[src/phr_map.vh]
// register offsets, field layout and reset values of the pad hysteresis bank
`ifndef PHR_MAP_VH
`define PHR_MAP_VH
`define PHR_OFF_GRPB       8'he4
`define PHR_OFF_GRPC       8'he8
`define PHR_MASK_LSB       16
`define PHR_MASK_MSB       31
`define PHR_HYST_LSB       0
`define PHR_HYST_MSB       7
`define PHR_HYST_RESET     8'h00
`define PHR_ADDR_W         8
`endif

[src/phr_masked_byte.v]
// one eight-bit hysteresis field with per-bit masked update
`include "phr_map.vh"
`default_nettype none
module phr_masked_byte #(
    parameter WIDTH = 8
) (
    // clock and reset
    input  wire             ref_clk,
    input  wire             rst_n,
    // write port
    input  wire             wr_en,
    input  wire [WIDTH-1:0] wr_data,
    input  wire [WIDTH-1:0] wr_mask,
    // stored enables
    output reg  [WIDTH-1:0] hyst_en
);
    genvar i;
    // each bit updates only when its own mask bit is set in the same write
    generate
        for (i = 0; i < WIDTH; i = i + 1) begin : g_bit
            always @(posedge ref_clk or negedge rst_n) begin
                if (!rst_n) begin
                    hyst_en[i] <= 1'b0;
                end else if (wr_en && wr_mask[i]) begin
                    hyst_en[i] <= wr_data[i];
                end
            end
        end
    endgenerate
endmodule // phr_masked_byte
`default_nettype wire

[src/phr_regs.v]
// wishbone register bank for port 3 group b and c pad hysteresis enables
//
// Overview of operation
// - write updates low bit only if mask set
// - clear mask bit leaves low bit unchanged
// - mask bit n+16 pairs with bit n
// - mask half write-only, not stored, reads zero
// - bits 7..0 enable per-pin Schmitt input
// - all enables zero after reset
// - group b at 0xe4, group c at 0xe8
//
// notes for the next engineer
// each register keeps eight enables in bits 7..0 and takes a write mask
// in bits 23..16; a write moves only the enables whose mask bit is set,
// so software can flip one pin without a read-modify-write
// mask bits 31..24 pair with reserved bits 15..8 and are dropped
// the mask half is never stored, so a read shows zero there
// byte lane 0 gates the values and lane 2 gates the mask; a write that
// leaves lane 2 unselected acts as an all-zero mask and changes nothing
// every access is answered one cycle after the edge that takes it: ack
// for the two mapped offsets, err for any other, and an erroring write
// is dropped without side effects
// the answer is registered, which costs one cycle of latency but keeps
// any combinational path from stb to ack out of the bus fabric
// a request is taken only while the sequencer is idle, so a master that
// holds stb through the ack cycle is not counted twice
// the enables leave straight from flops, so the pad cells never see a
// decode glitch while the bus is busy
// limitation: only the two groups of port 3 live here; other offsets
// of the same register file err, so a shared decoder must route them away
// reset clears every enable, leaving all pins without hysteresis
//
// Added by the designer: the Wishbone interface to the registers.
`include "phr_map.vh"
`default_nettype none
module phr_regs #(
    parameter PINS = 8
) (
    // clock and reset
    input  wire             ref_clk,
    input  wire             rst_n,
    // classic wishbone slave
    input  wire             wb_cyc_i,
    input  wire             wb_stb_i,
    input  wire             wb_we_i,
    input  wire [7:0]       wb_adr_i,
    input  wire [3:0]       wb_sel_i,
    input  wire [31:0]      wb_dat_i,
    output reg  [31:0]      wb_dat_o,
    output reg              wb_ack_o,
    output reg              wb_err_o,
    // pad hysteresis enables
    output wire [PINS-1:0]  port3_grpb_hyst_en,
    output wire [PINS-1:0]  port3_grpc_hyst_en,
    // per-pin enables, group b
    output wire             port3_grpb_pin0_hyst_en,
    output wire             port3_grpb_pin1_hyst_en,
    output wire             port3_grpb_pin2_hyst_en,
    output wire             port3_grpb_pin3_hyst_en,
    output wire             port3_grpb_pin4_hyst_en,
    output wire             port3_grpb_pin5_hyst_en,
    output wire             port3_grpb_pin6_hyst_en,
    output wire             port3_grpb_pin7_hyst_en,
    // per-pin enables, group c
    output wire             port3_grpc_pin0_hyst_en,
    output wire             port3_grpc_pin1_hyst_en,
    output wire             port3_grpc_pin2_hyst_en,
    output wire             port3_grpc_pin3_hyst_en,
    output wire             port3_grpc_pin4_hyst_en,
    output wire             port3_grpc_pin5_hyst_en,
    output wire             port3_grpc_pin6_hyst_en,
    output wire             port3_grpc_pin7_hyst_en
);
    // bus answer sequencer states
    localparam [0:0] ST_IDLE = 1'b0;
    localparam [0:0] ST_RESP = 1'b1;

    // request qualification and decode
    wire            req;
    wire            hit_b;
    wire            hit_c;
    wire            hit_any;
    wire            wr_go;
    wire            wr_b;
    wire            wr_c;
    wire [PINS-1:0] mask_eff;
    wire [PINS-1:0] data_eff;
    reg  [31:0]     next_dat;
    reg             state;
    reg             next_state;
    reg             next_ack;
    reg             next_err;

    // a request is taken only from idle, so a held stb counts once
    assign req     = wb_cyc_i && wb_stb_i && (state == ST_IDLE);
    assign hit_b   = (wb_adr_i == `PHR_OFF_GRPB);
    assign hit_c   = (wb_adr_i == `PHR_OFF_GRPC);
    assign hit_any = hit_b || hit_c;
    assign wr_go   = req && wb_we_i;

    // the value lane must be selected for any bit to move
    assign wr_b    = wr_go && hit_b && wb_sel_i[0];
    assign wr_c    = wr_go && hit_c && wb_sel_i[0];

    // a mask bit counts only when its byte lane is selected;
    // mask bits 31..24 pair with reserved bits and are dropped here
    assign mask_eff = wb_dat_i[`PHR_MASK_LSB+PINS-1:`PHR_MASK_LSB]
                      & {PINS{wb_sel_i[2]}};
    assign data_eff = wb_dat_i[`PHR_HYST_LSB+PINS-1:`PHR_HYST_LSB];

    // group b enables
    phr_masked_byte #(.WIDTH(PINS)) u_grpb (
        .ref_clk (ref_clk),
        .rst_n   (rst_n),
        .wr_en   (wr_b),
        .wr_data (data_eff),
        .wr_mask (mask_eff),
        .hyst_en (port3_grpb_hyst_en)
    );

    // group c enables
    phr_masked_byte #(.WIDTH(PINS)) u_grpc (
        .ref_clk (ref_clk),
        .rst_n   (rst_n),
        .wr_en   (wr_c),
        .wr_data (data_eff),
        .wr_mask (mask_eff),
        .hyst_en (port3_grpc_hyst_en)
    );

    // per-pin taps of group b, straight from the enable flops
    assign port3_grpb_pin0_hyst_en = port3_grpb_hyst_en[0];
    assign port3_grpb_pin1_hyst_en = port3_grpb_hyst_en[1];
    assign port3_grpb_pin2_hyst_en = port3_grpb_hyst_en[2];
    assign port3_grpb_pin3_hyst_en = port3_grpb_hyst_en[3];
    assign port3_grpb_pin4_hyst_en = port3_grpb_hyst_en[4];
    assign port3_grpb_pin5_hyst_en = port3_grpb_hyst_en[5];
    assign port3_grpb_pin6_hyst_en = port3_grpb_hyst_en[6];
    assign port3_grpb_pin7_hyst_en = port3_grpb_hyst_en[7];
    // per-pin taps of group c
    assign port3_grpc_pin0_hyst_en = port3_grpc_hyst_en[0];
    assign port3_grpc_pin1_hyst_en = port3_grpc_hyst_en[1];
    assign port3_grpc_pin2_hyst_en = port3_grpc_hyst_en[2];
    assign port3_grpc_pin3_hyst_en = port3_grpc_hyst_en[3];
    assign port3_grpc_pin4_hyst_en = port3_grpc_hyst_en[4];
    assign port3_grpc_pin5_hyst_en = port3_grpc_hyst_en[5];
    assign port3_grpc_pin6_hyst_en = port3_grpc_hyst_en[6];
    assign port3_grpc_pin7_hyst_en = port3_grpc_hyst_en[7];

    // answer sequencer: exactly one answer cycle per taken request
    always @* begin
        next_state = state;
        case (state)
            ST_IDLE: begin
                if (req) begin
                    next_state = ST_RESP;
                end
            end
            ST_RESP: begin
                next_state = ST_IDLE;
            end
            default: begin
                next_state = ST_IDLE;
            end
        endcase
    end

    // ack for mapped offsets, err for everything else
    always @* begin
        next_ack = req && hit_any;
        next_err = req && !hit_any;
    end

    // read data: mask half and reserved bits read zero
    always @* begin
        next_dat = 32'h0000_0000;
        case ({hit_c, hit_b})
            2'b01: begin
                next_dat[PINS-1:0] = port3_grpb_hyst_en;
            end
            2'b10: begin
                next_dat[PINS-1:0] = port3_grpc_hyst_en;
            end
            default: begin
                next_dat = 32'h0000_0000;
            end
        endcase
    end

    // sequencer state flop
    always @(posedge ref_clk or negedge rst_n) begin
        if (!rst_n) begin
            state <= ST_IDLE;
        end else begin
            state <= next_state;
        end
    end

    // single-cycle registered answer; ack and err never overlap
    always @(posedge ref_clk or negedge rst_n) begin
        if (!rst_n) begin
            wb_ack_o <= 1'b0;
            wb_err_o <= 1'b0;
        end else begin
            wb_ack_o <= next_ack;
            wb_err_o <= next_err;
        end
    end

    // read data stands only in the answer cycle of a read, zero otherwise,
    // so a stale value can never be mistaken for a fresh one
    always @(posedge ref_clk or negedge rst_n) begin
        if (!rst_n) begin
            wb_dat_o <= 32'h0000_0000;
        end else if (req && !wb_we_i) begin
            wb_dat_o <= next_dat;
        end else begin
            wb_dat_o <= 32'h0000_0000;
        end
    end
endmodule // phr_regs
`default_nettype wire

[config.mk]
export PLATFORM = sky130hd
export DESIGN_NAME = phr_regs
export DESIGN_NICKNAME = d
export VERILOG_FILES = /design/src/phr_masked_byte.v /design/src/phr_regs.v
export VERILOG_INCLUDE_DIRS = /design/src
export SDC_FILE = /design/constraint.sdc
export NUM_CORES = 1
export LEC_CHECK = 0
export ABC_AREA = 1
export ABC_CLOCK_PERIOD_IN_PS = 1320
export BUFFER_PORTS_ARGS = -buffer_cell sky130_fd_sc_hd__clkbuf_2
export CORE_MARGIN = 10
export CORE_UTILIZATION = 40
export CTS_BUF_LIST = sky130_fd_sc_hd__clkbuf_8
export CTS_CLUSTER_SIZE = 10
export DETAILED_ROUTE_END_ITERATION = 8
export PLACE_DENSITY = 0.77
export SYNTH_ARGS = -nofsm -noshare
export SYNTH_HDL_FRONTEND = slang
export SYNTH_HIERARCHICAL = 1
export SYNTH_SLANG_ARGS = --single-unit
[constraint.sdc]
create_clock -name ref_clk -period 1.32 [get_ports ref_clk]
set_input_delay 0 -clock ref_clk [delete_from_list [all_inputs] [get_ports ref_clk]]
set_output_delay 0 -clock ref_clk [all_outputs]
set_load 0.01 [all_outputs]
==> out/qor.csv, run 1 <==
stage;metric;value;unit
floorplan;Die Area;7440;um^2
clocking;clock sink total;27;
power_and_ir_drop;Pleak;0.00129;uW
drt;Vias/cell;4.22;
floorplan;core region area;4290;um^2
yosys;synth top area cells;dfrtp_1, nand2_1, buf_4;
global_routing;vias in the first global route;1618;
yosys;Yosys Warn Count;6;
cells_and_area;# diodes;0;
worst_hold_path;WHS Endpoint;wb_dat_o[6]$_DFF_PN0_;
global_routing;GRT Resource Usage Total;0.113;
yosys;mapped cell area;1760;um^2
yosys;async set-or-reset flop fraction in the synthesized netlist;1.00;
worst_hold_path;Hold Path Cell Cnt;4;
floorplan;Die Height;86.2;um
yosys;Avg Inst Size Synth;7.67;um^2
worst_setup_path;Worst Setup End Kind;flop;
cells_and_area;nets;346;
power_and_ir_drop;peak supply drop;0.490;mV
drt;post-route ant nets;0;
timing;final slew viol count;0;
worst_setup_path;r2r startpoint;state$_DFF_PN0_;
worst_setup_path;CP Max Fanout;16;
yosys;sequential fraction of the synthesis area;0.385;
yosys;most frequent cells after synthesis;nand2_1, buf_4, dfrtp_1;
worst_hold_path;worst hold path class;in -> reg;
clocking;total CTS buffers;3;
timing;RSZ-0062 raised after global routing;false;
floorplan;FP Rows;24;
run_status;status;finished, final reports clean;
yosys;library cells used by synthesis;15;
global_routing;first-pass GRT wire length;7090;um
clocking;postcts setup bufs;0;
timing;pin slew with the least headroom to its limit;0.663;ns
yosys;Post-synth EDFFs;0;
power_and_ir_drop;switch share;0.247;
power_and_ir_drop;Clock Power Share;0.310;
cells_and_area;area growth from synthesis to layout;18.1;%
place;port bufs;72;
global_routing;largest net degree at the start of global routing;28;
global_routing;remaining global-route overflow;0;
floorplan;initial core utilization;0.409;
worst_setup_path;R2R setup slack;0.1;ns
cells_and_area;final core area utilization;0.483;
place;GP Congestion;0.773;
floorplan;# IOs;115;
power_and_ir_drop;Seq pwr share;0.567;
timing;setup TNS;0;ns
drt;wire per inst;12.2;um
worst_setup_path;WP data required;1.48;ns
timing;Tcrit/Tclk final;0.925;
worst_setup_path;CP max stage delay;0.43;ns
worst_setup_path;critical path class;reg -> reg;
timing;worst-case hold slack;0.0517;ns
worst_setup_path;CP Launch Type;flop;
timing;Tmin final;1.22;ns
clocking;Root Driver;clkbuf_8;
clocking;CTS clock-pin slew for the worst setup and hold paths;0.09;ns
yosys;area leader, netlist;dfrtp_1;
timing;Max Freq;819;MHz
power_and_ir_drop;Switch Pwr;364;uW
yosys;Yosys reg bits;27;
clocking;htree depth;1;
yosys;Synth top area share;0.385;
drt;initial DRC count;64;
worst_setup_path;Crit path arrival time;1.39;ns
place;Post-DP HPWL;3420;um
worst_setup_path;worst path cell trace;nor2_8, nand2_2, nor2_2, buf_12, nand2_1, nand2_1, nand2_1;
timing;Hold Vio Cnt, Final;0;
worst_hold_path;HP Start;wb_we_i;
clocking;CTS tree;done;
yosys;count leader, synth;nand2_1;
yosys;Synth Instances;229;
clocking;clk buf depth;2;
job;Max-Cap Viols;0;
yosys;Primary FF master, synth;dfrtp_1;
timing;relative slew slack;0.558;
drt;drt first pass iters;4;
worst_setup_path;r2r endpoint;u_grpb/hyst_en[2]$_DFFE_PN0P_;
clocking;clk_lat worst skew;0.27;ns
drt;via count;1455;
worst_setup_path;slowest CP cell;dfrtp_1;
power_and_ir_drop;PD cells;710;nW/um^2
cells_and_area;layout cell share with drive strength beyond 1;0.324;
timing;final setup vio count;0;
drt;DRC viols;0;
floorplan;Die W;86.2;um
drt;DRT Wirelength;4230;um
worst_setup_path;reg2reg path depth;7;
global_routing;antenna violations before repair;0;
power_and_ir_drop;internal power;1110;uW
power_and_ir_drop;combinational cell fraction of total power;0.123;
worst_setup_path;CP dominant cell by count;nand2_1;
timing;Final Skew;0.00390;ns
power_and_ir_drop;Design Power;1470;uW
[power groups by stage]
stage | Clock (uW) | Combinational (uW) | Sequential (uW)
CTS | 477 | 179 | 835
detailed placement | 0 | 157 | 851
global placement | 0 | 153 | 851
finish | 457 | 182 | 834
global route | 516 | 207 | 835
floorplan | 0 | 132 | 852
[cell type report]
cell class              count  area (um^2)
fillers                   434         2220
multi-input cells         158          713
flip-flops and latches     27          676
repair buffers             84          498
inverters                  20         75.1
well taps                  52         65.1
clock buffers               3         41.3
clock inverters             1         5.00
[worst max-delay path: cells and delay by family (launching register included)]
kind	cells	cell delay [ns]
AND/OR/NAND/NOR	6	0.51
flip-flops	1	0.43
buffers and inverters	1	0.16
[per-stage QoR]
| stage | cell area (um^2) | setup slack (ns) | cells |
|---|---|---|---|
| 3_3_place_gp | 1930 | 0.0974 | 332 |
| 5_1_grt | 2070 | 0.00513 | 345 |
| 4_1_cts | 2070 | 0.0583 | 345 |
| 6_report | 2070 | 0.0987 | 345 |
| 2_1_floorplan | 1840 | 0.106 | 252 |
| 3_5_place_dp | 1930 | 0.0680 | 332 |
[timing repair]
item	CTS	global route
hold buffers	9	0
endpoints found under the hold margin	43	0
resized for setup	0	2
endpoints found under the setup margin	0	9
[registers in the layout, indices dropped and copies added (netlist names)]
register	flops
wb_ack_o	1
wb_dat_o	8
state	1
u_grpb/hyst_en	8
wb_err_o	1
u_grpc/hyst_en	8
[how the worst max path moves through the flow]
stage,startpoint,end,slack [ns],depth (start not counted)
global placement,state$_DFF_PN0_,u_grpc/hyst_en[2]$_DFFE_PN0P_,0.1,7
CTS,state$_DFF_PN0_,u_grpb/hyst_en[6]$_DFFE_PN0P_,0.06,7
finish,state$_DFF_PN0_,u_grpb/hyst_en[2]$_DFFE_PN0P_,0.1,7
floorplan,state$_DFF_PN0_,u_grpb/hyst_en[4]$_DFFE_PN0P_,0.11,8
detailed placement,wb_adr_i[4],wb_dat_o[0]$_DFF_PN0_,0.07,11
global route,state$_DFF_PN0_,u_grpc/hyst_en[5]$_DFFE_PN0P_,0.005,7
[placed cells by master (no fill, tap or decap)]
cell type / Yosys / layout
conb_1: 1 / 24
nor2_2: 0 / 2
nand2_1: 92 / 92
nand2_4: 1 / 1
dlygate4sd3_1: 0 / 9
buf_4: 42 / 1
dfrtp_1: 27 / 27
inv_1: 20 / 20
buf_12: 2 / 2
clkbuf_2: 0 / 72
nor2_8: 1 / 1
nor2_1: 15 / 13
clkinv_2: 0 / 1
nand3_1: 10 / 10
nand3_2: 6 / 6
clkbuf_8: 0 / 3
ha_1: 3 / 3
nand2_2: 6 / 6
[metal layers]
layer  track usage  share of wire  vias up
met5             0              0        -
met4        0.0353         0.0090        0
met3        0.0422           0.11        2
met2         0.206           0.51       64
met1         0.117           0.38      649
li1              -              -      740
[cells by family (layout without fill, tap and decap cells)]
kind of cell | count (synthesis) | after routing | share of synthesized area
AND/OR/NAND/NOR | 131 | 131 | 0.331
buffers and inverters | 67 | 108 | 0.261
flip-flops | 27 | 27 | 0.385
adder cells (fa/ha/maj) | 3 | 3 | 0.0214
other | 1 | 24 | 0.00214
(Power assumes the default switching activity.)
==> inputs of run 2 (changes only) <==
--- a/config.mk
+++ b/config.mk
@@ -8,13 +8,12 @@
 export LEC_CHECK = 0
 export ABC_AREA = 1
 export ABC_CLOCK_PERIOD_IN_PS = 1320
-export BUFFER_PORTS_ARGS = -buffer_cell sky130_fd_sc_hd__clkbuf_2
 export CORE_MARGIN = 10
 export CORE_UTILIZATION = 40
 export CTS_BUF_LIST = sky130_fd_sc_hd__clkbuf_8
 export CTS_CLUSTER_SIZE = 10
 export DETAILED_ROUTE_END_ITERATION = 8
-export PLACE_DENSITY = 0.77
+export DONT_BUFFER_PORTS = 1
 export SYNTH_ARGS = -nofsm -noshare
 export SYNTH_HDL_FRONTEND = slang
 export SYNTH_HIERARCHICAL = 1
==> run 2 against run 1 <==
  * Clock power is 4% higher
  * Critical path type unchanged
  * Routed wire length down 8.9%
  * The flow now finishes with violations (negative hold slack)
  * Clock skew is 0.0024 ns lower
  * Die area unchanged
  * Via count is 17% lower
  * Core utilization fell by 6.3 points
  * First-iteration DRC count grew 59%
==> out/qor.csv, run 2 (synthesized netlist as in run 1, its figures left out) <==
stage;metric;value;unit;change
run_status;status;finished with violations;;
run_status;failing checks;negative hold slack;;
global_routing;vias in the first global route;1279;;-21%
drt;initial DRC count;102;;+59%
global_routing;first-pass GRT wire length;6310;um;-11%
cells_and_area;final core area utilization;0.420;;-0.0632
cells_and_area;# diodes;0;;unchanged
clocking;postcts setup bufs;0;;unchanged
cells_and_area;layout cell share with drive strength beyond 1;0.109;;-0.216
power_and_ir_drop;PD cells;815;nW/um^2;+15%
timing;final slew viol count;0;;unchanged
drt;DRC viols;0;;unchanged
power_and_ir_drop;Clock Power Share;0.324;;+0.014
global_routing;antenna violations before repair;0;;unchanged
timing;setup TNS;0;ns;unchanged
worst_setup_path;Crit path arrival time;1.42;ns;+0.03 ns
global_routing;remaining global-route overflow;0;;unchanged
timing;RSZ-0062 raised after global routing;true;;
clocking;CTS clock-pin slew for the worst setup and hold paths;0.09;ns;about the same
clocking;Root Driver;clkbuf_8;;
worst_setup_path;CP Launch Type;flop;;
floorplan;# IOs;115;;unchanged
worst_setup_path;WP data required;1.49;ns;about the same
drt;Vias/cell;4.28;;+1.4%
cells_and_area;area growth from synthesis to layout;2.64;%;
floorplan;Die Area;7440;um^2;unchanged
global_routing;GRT Resource Usage Total;0.104;;-0.00909
cells_and_area;register area;676;um^2;unchanged
place;port bufs;0;;-100%
floorplan;core region area;4290;um^2;unchanged
clocking;clk_lat worst skew;0.27;ns;about the same
worst_setup_path;Worst Setup End Kind;flop;;
place;GP Congestion;0.725;;-6.2%
clocking;CTS tree;done;;
timing;Tcrit/Tclk final;0.944;;+0.0191
timing;final setup vio count;0;;unchanged
clocking;clock sink total;27;;unchanged
cells_and_area;most common cell after layout, fill and taps aside;nand2_1;;
timing;worst-case hold slack;-0.00816;ns;-0.0599 ns
power_and_ir_drop;internal power;1100;uW;-1.1%
timing;Max Freq;802;MHz;-2.0%
power_and_ir_drop;Pleak;0.00101;uW;-21%
power_and_ir_drop;peak supply drop;0.460;mV;-6.1%
floorplan;FP Rows;24;;unchanged
floorplan;Die Height;86.2;um;unchanged
timing;Hold Vio Cnt, Final;1;;+1
drt;DRT Wirelength;3850;um;-8.9%
power_and_ir_drop;Switch Pwr;372;uW;+2.3%
drt;post-route ant nets;0;;unchanged
worst_setup_path;CP Max Fanout;10;;-6
global_routing;largest net degree at the start of global routing;28;;unchanged
power_and_ir_drop;combinational cell fraction of total power;0.106;;-0.017
job;Max-Cap Viols;0;;unchanged
clocking;clk buf depth;2;;unchanged
worst_setup_path;critical path class;reg -> reg;;
place;Post-DP HPWL;3030;um;-11%
cells_and_area;footprint of the multi-input gates;713;um^2;unchanged
cells_and_area;largest registers;u_grpb/hyst_en x8, u_grpc/hyst_en x8, wb_dat_o x8;;
power_and_ir_drop;Seq pwr share;0.570;;+0.003
floorplan;Die W;86.2;um;unchanged
worst_hold_path;worst hold path class;in -> reg;;
clocking;htree depth;1;;unchanged
floorplan;initial core utilization;0.409;;unchanged
drt;drt first pass iters;4;;unchanged
cells_and_area;commonest cells after routing, fill and taps aside;nand2_1, dfrtp_1, conb_1;;
power_and_ir_drop;switch share;0.253;;+0.00630
clocking;total CTS buffers;3;;unchanged
cells_and_area;number of fill cells;451;;+3.9%
timing;Final Skew;0.00146;ns;-0.00245 ns
drt;via count;1206;;-17%
cells_and_area;nets;283;;-18%
timing;Tmin final;1.25;ns;+0.0252 ns
drt;wire per inst;13.6;um;+11%
[run 2: cell types whose count changed in the layout (fill, tap and decap cells not counted)]
cell,delta
dlygate4sd3_1,+7
buf_6,+1
buf_4,+1
clkbuf_2,-72
[run 2: final cells by class]
type                    instances  share of cell area
repair buffers                 21               0.126
inverters                      20              0.0417
well taps                      52              0.0361
clock buffers                   3              0.0229
flip-flops and latches         27               0.375
multi-input cells             158               0.396
clock inverters                 1             0.00278
[run 2: routing by layer]
layer,vias up,global-route usage,share of wire
li1,618,-,-
met1,516,0.122,0.40
met2,68,0.166,0.46
met3,4,0.0488,0.12
met4,0,0.0309,0.013
met5,-,0,0
[run 2: timing repair]
item                                    4_1_cts  5_1_grt
endpoints found under the hold margin        51        0
hold buffers                                 17        0
endpoints found under the setup margin        0       15
gates resized for setup                       0        3
[run 2: final timing paths]
| path | to | cells past startpoint | from | slack (ns) |
|---|---|---|---|---|
| min | u_grpc/hyst_en[0]$_DFFE_PN0P_ | 4 | wb_dat_i[16] | -0.008 |
| min in group asynchronous | wb_dat_o[7]$_DFF_PN0_ | 2 | rst_n | 0.15 |
| max in group asynchronous | u_grpb/hyst_en[0]$_DFFE_PN0P_ | 2 | rst_n | 1.02 |
| min reg2reg | u_grpb/hyst_en[4]$_DFFE_PN0P_ | 2 | u_grpb/hyst_en[4]$_DFFE_PN0P_ | 0.66 |
| max | u_grpb/hyst_en[2]$_DFFE_PN0P_ | 7 | state$_DFF_PN0_ | 0.07 |
| max reg2reg | u_grpb/hyst_en[2]$_DFFE_PN0P_ | 7 | state$_DFF_PN0_ | 0.07 |
[run 2: through the flow]
| step | cells | total power [uW] | area, um^2 | worst slack (ns) |
|---|---|---|---|---|
| after detailed placement | 261 | 937 | 1570 | 0.0346 |
| after global placement | 261 | 936 | 1570 | 0.0560 |
| final | 282 | 1470 | 1800 | 0.0735 |
| after floorplan | 252 | 985 | 1840 | 0.106 |
| after global routing | 282 | 1540 | 1800 | -0.0304 |
| after CTS | 282 | 1480 | 1790 | 0.0263 |
[run 2: power by group through the flow]
stage	logic, uW	clock network (uW)	registers, uW
2_1_floorplan	132	0	852
3_3_place_gp	81.8	0	854
3_5_place_dp	83.1	0	854
4_1_cts	155	490	838
5_1_grt	177	523	838
6_report	156	476	837
[run 2: critical path, cell delays in order, from the launching register on]
cell,delay (ns)
dfrtp_1,0.44
nor2_8,0.13
nand2_2,0.07
nor2_2,0.16
buf_6,0.17
nand2_1,0.07
nand2_1,0.06
nand2_1,0.05
==> inputs of run 3 (changes only) <==
--- a/config.mk
+++ b/config.mk
@@ -10,7 +10,6 @@
 export ABC_CLOCK_PERIOD_IN_PS = 1320
 export CORE_MARGIN = 10
 export CORE_UTILIZATION = 40
-export CTS_BUF_LIST = sky130_fd_sc_hd__clkbuf_8
 export CTS_CLUSTER_SIZE = 10
 export DETAILED_ROUTE_END_ITERATION = 8
 export DONT_BUFFER_PORTS = 1
==> constraint.sdc (replaced) <==
create_clock -name ref_clk -period 1.32 [get_ports ref_clk]
set_input_delay 0 -clock ref_clk [delete_from_list [all_inputs] [get_ports ref_clk]]
set_output_delay 0 -clock ref_clk [all_outputs]
set_load 0.02 [all_outputs]
==> run 3 against run 2 <==
  * The flow still finishes with violations (negative hold slack)
  * Maximum frequency rose by 0.43%
  * Final area up 6.2%
  * Routed wire length grew 5.2%
  * Clock-buffer cell count stayed put
  * Worst hold slack gained 0.0070 ns
  * Via count is 4.9% higher
  * Power grew 2.3%
  * Sequential cell count unchanged
  * Die area did not move
  * Clock skew increased by 0.0014 ns
  * Cell count is 5.3% higher
==> out/qor.csv, run 3 (synthesized netlist as in run 1, its figures left out) <==
stage;metric;value;unit;change
timing;Max Freq;806;MHz;+0.43%
global_routing;vias in the first global route;1352;;+5.7%
timing;Tcrit/Tclk final;0.940;;-0.00400
cells_and_area;layout cell share with drive strength beyond 1;0.159;;+0.0505
drt;post-route ant nets;0;;unchanged
clocking;clk_lat worst skew;0.27;ns;about the same
worst_setup_path;R2R setup slack;0.08;ns;about the same
floorplan;Die Area;7440;um^2;unchanged
timing;Worst Slack Setup Final;0.0788;ns;+0.00528 ns
timing;RSZ-0062 raised after global routing;true;;
worst_setup_path;WP data required;1.49;ns;about the same
worst_hold_path;WHS Endpoint;u_grpb/hyst_en[5]$_DFFE_PN0P_;;
clocking;htree depth;1;;unchanged
worst_setup_path;worst path cell trace;nor2_8, nand2_2, nor2_2, buf_6, nand2_1, nand2_1, nand2_1;;
drt;via count;1265;;+4.9%
drt;initial DRC count;46;;-55%
drt;DRT Wirelength;4050;um;+5.2%
place;placed cells;275;;+5.4%
global_routing;GRT Resource Usage Total;0.108;;+0.00420
timing;Tmin final;1.24;ns;-0.00528 ns
drt;wire per inst;13.6;um;about the same
worst_setup_path;slowest CP cell;dfrtp_1;;
clocking;clock sink total;27;;unchanged
drt;DRC viols;0;;unchanged
job;Max-Cap Viols;0;;unchanged
run_status;status;finished with violations;;
clocking;Root Driver;clkbuf_8;;
cells_and_area;largest registers;u_grpb/hyst_en x8, u_grpc/hyst_en x8, wb_dat_o x8;;
worst_setup_path;r2r startpoint;state$_DFF_PN0_;;
clocking;total CTS buffers;3;;unchanged
worst_setup_path;CP Max Fanout;10;;unchanged
worst_setup_path;critical path class;reg -> reg;;
power_and_ir_drop;peak supply drop;0.335;mV;-27%
worst_setup_path;Worst Setup End Kind;flop;;
place;port bufs;0;;unchanged
worst_setup_path;CP dominant cell by count;nand2_1;;
worst_setup_path;r2r endpoint;u_grpb/hyst_en[2]$_DFFE_PN0P_;;
timing;final setup vio count;0;;unchanged
clocking;CTS clock-pin slew for the worst setup and hold paths;0.09;ns;about the same
cells_and_area;area growth from synthesis to layout;8.98;%;
cells_and_area;Finished Layout Cells;297;;+5.3%
floorplan;Die W;86.2;um;unchanged
global_routing;remaining global-route overflow;0;;unchanged
drt;drt first pass iters;4;;unchanged
place;post-place setup slack;0.0603;ns;+0.0257 ns
cells_and_area;most common cell after layout, fill and taps aside;nand2_1;;
worst_setup_path;reg2reg path depth;7;;unchanged
floorplan;core region area;4290;um^2;unchanged
drt;Vias/cell;4.26;;-0.41%
global_routing;antenna violations before repair;0;;unchanged
worst_setup_path;CP max stage delay;0.44;ns;about the same
place;GP Congestion;0.728;;+0.34%
power_and_ir_drop;PD cells;785;nW/um^2;-3.7%
floorplan;# IOs;115;;unchanged
worst_setup_path;Crit path arrival time;1.42;ns;about the same
clocking;postcts setup bufs;0;;unchanged
power_and_ir_drop;Pleak;0.00109;uW;+7.8%
cells_and_area;nets;298;;+5.3%
timing;worst-case hold slack;-0.00114;ns;+0.00703 ns
global_routing;largest net degree at the start of global routing;28;;unchanged
worst_hold_path;Hold Path Cell Cnt;4;;unchanged
place;Post-DP HPWL;3120;um;+2.8%
timing;Final Skew;0.00285;ns;+0.00140 ns
cells_and_area;commonest cells after routing, fill and taps aside;nand2_1, dfrtp_1, conb_1;;
place;placed inst area;1660;um^2;+5.9%
global_routing;first-pass GRT wire length;6550;um;+3.8%
worst_hold_path;HP Start;wb_dat_i[21];;
floorplan;Die Height;86.2;um;unchanged
cells_and_area;number of fill cells;439;;-2.7%
floorplan;initial core utilization;0.409;;unchanged
timing;final slew viol count;0;;unchanged
worst_hold_path;worst hold path class;in -> reg;;
clocking;clk buf depth;2;;unchanged
cells_and_area;# diodes;0;;unchanged
worst_setup_path;CP Launch Type;flop;;
timing;Hold Vio Cnt, Final;1;;unchanged
cells_and_area;Design Area, Final;1910;um^2;+6.2%
floorplan;FP Rows;24;;unchanged
run_status;failing checks;negative hold slack;;
clocking;CTS tree;done;;
[run 3: worst max path at each step]
stage | start | endpoint | depth (start not counted)
floorplan | state$_DFF_PN0_ | u_grpb/hyst_en[4]$_DFFE_PN0P_ | 8
global placement | state$_DFF_PN0_ | u_grpb/hyst_en[2]$_DFFE_PN0P_ | 7
global route | state$_DFF_PN0_ | u_grpb/hyst_en[1]$_DFFE_PN0P_ | 7
finish | state$_DFF_PN0_ | u_grpb/hyst_en[2]$_DFFE_PN0P_ | 7
detailed placement | state$_DFF_PN0_ | u_grpb/hyst_en[2]$_DFFE_PN0P_ | 7
CTS | state$_DFF_PN0_ | u_grpb/hyst_en[2]$_DFFE_PN0P_ | 7
[run 3: metal layers]
| layer | track usage | part of all wire |
|---|---|---|
| met5 | 0 | 0 |
| met1 | 0.122 | 0.43 |
| met2 | 0.181 | 0.47 |
| met3 | 0.0394 | 0.091 |
| met4 | 0.0442 | 0.014 |
[run 3: cell type report]
class,count,area (um^2),share of cell area
well taps,52,65.1,0.0340
clock inverters,1,5.00,0.00262
inverters,20,75.1,0.0392
repair buffers,36,333,0.174
clock buffers,3,41.3,0.0216
flip-flops and latches,27,676,0.353
multi-input cells,158,718,0.375
[run 3: worst max-delay path, delay by kind of cell (launching register included)]
family / cells / cell delay [ns]
buf+inv: 1 / 0.17
flops: 1 / 0.44
simple gates: 6 / 0.55
[run 3: per-stage QoR]
step	TNS (ns)	hold slack [ns]	total power [uW]	util
global route	-0.00271	0.00891	1580	0.446
detailed placement	0	-0.295	971	0.386
floorplan	0	-0.296	1020	-
finish	0	-0.00114	1500	0.446
CTS	0	0.00393	1520	0.441
global placement	0	-0.295	969	0.386
[run 3: where the power goes]
| part | internal, uW | switching (uW) | leakage (uW) | total, uW |
|---|---|---|---|---|
| registers | 831 | 6.77 | 0.000376 | 837 |
| clock network | 212 | 261 | 0.0000255 | 473 |
| logic | 57.8 | 135 | 0.000691 | 193 |
[run 3: what timing repair did]
item | 4_1_cts | 5_1_grt
endpoints found under the setup margin | 0 | 7
hold buffers | 18 | 0
hold endpoints to repair | 51 | 0
resized for setup | 0 | 5
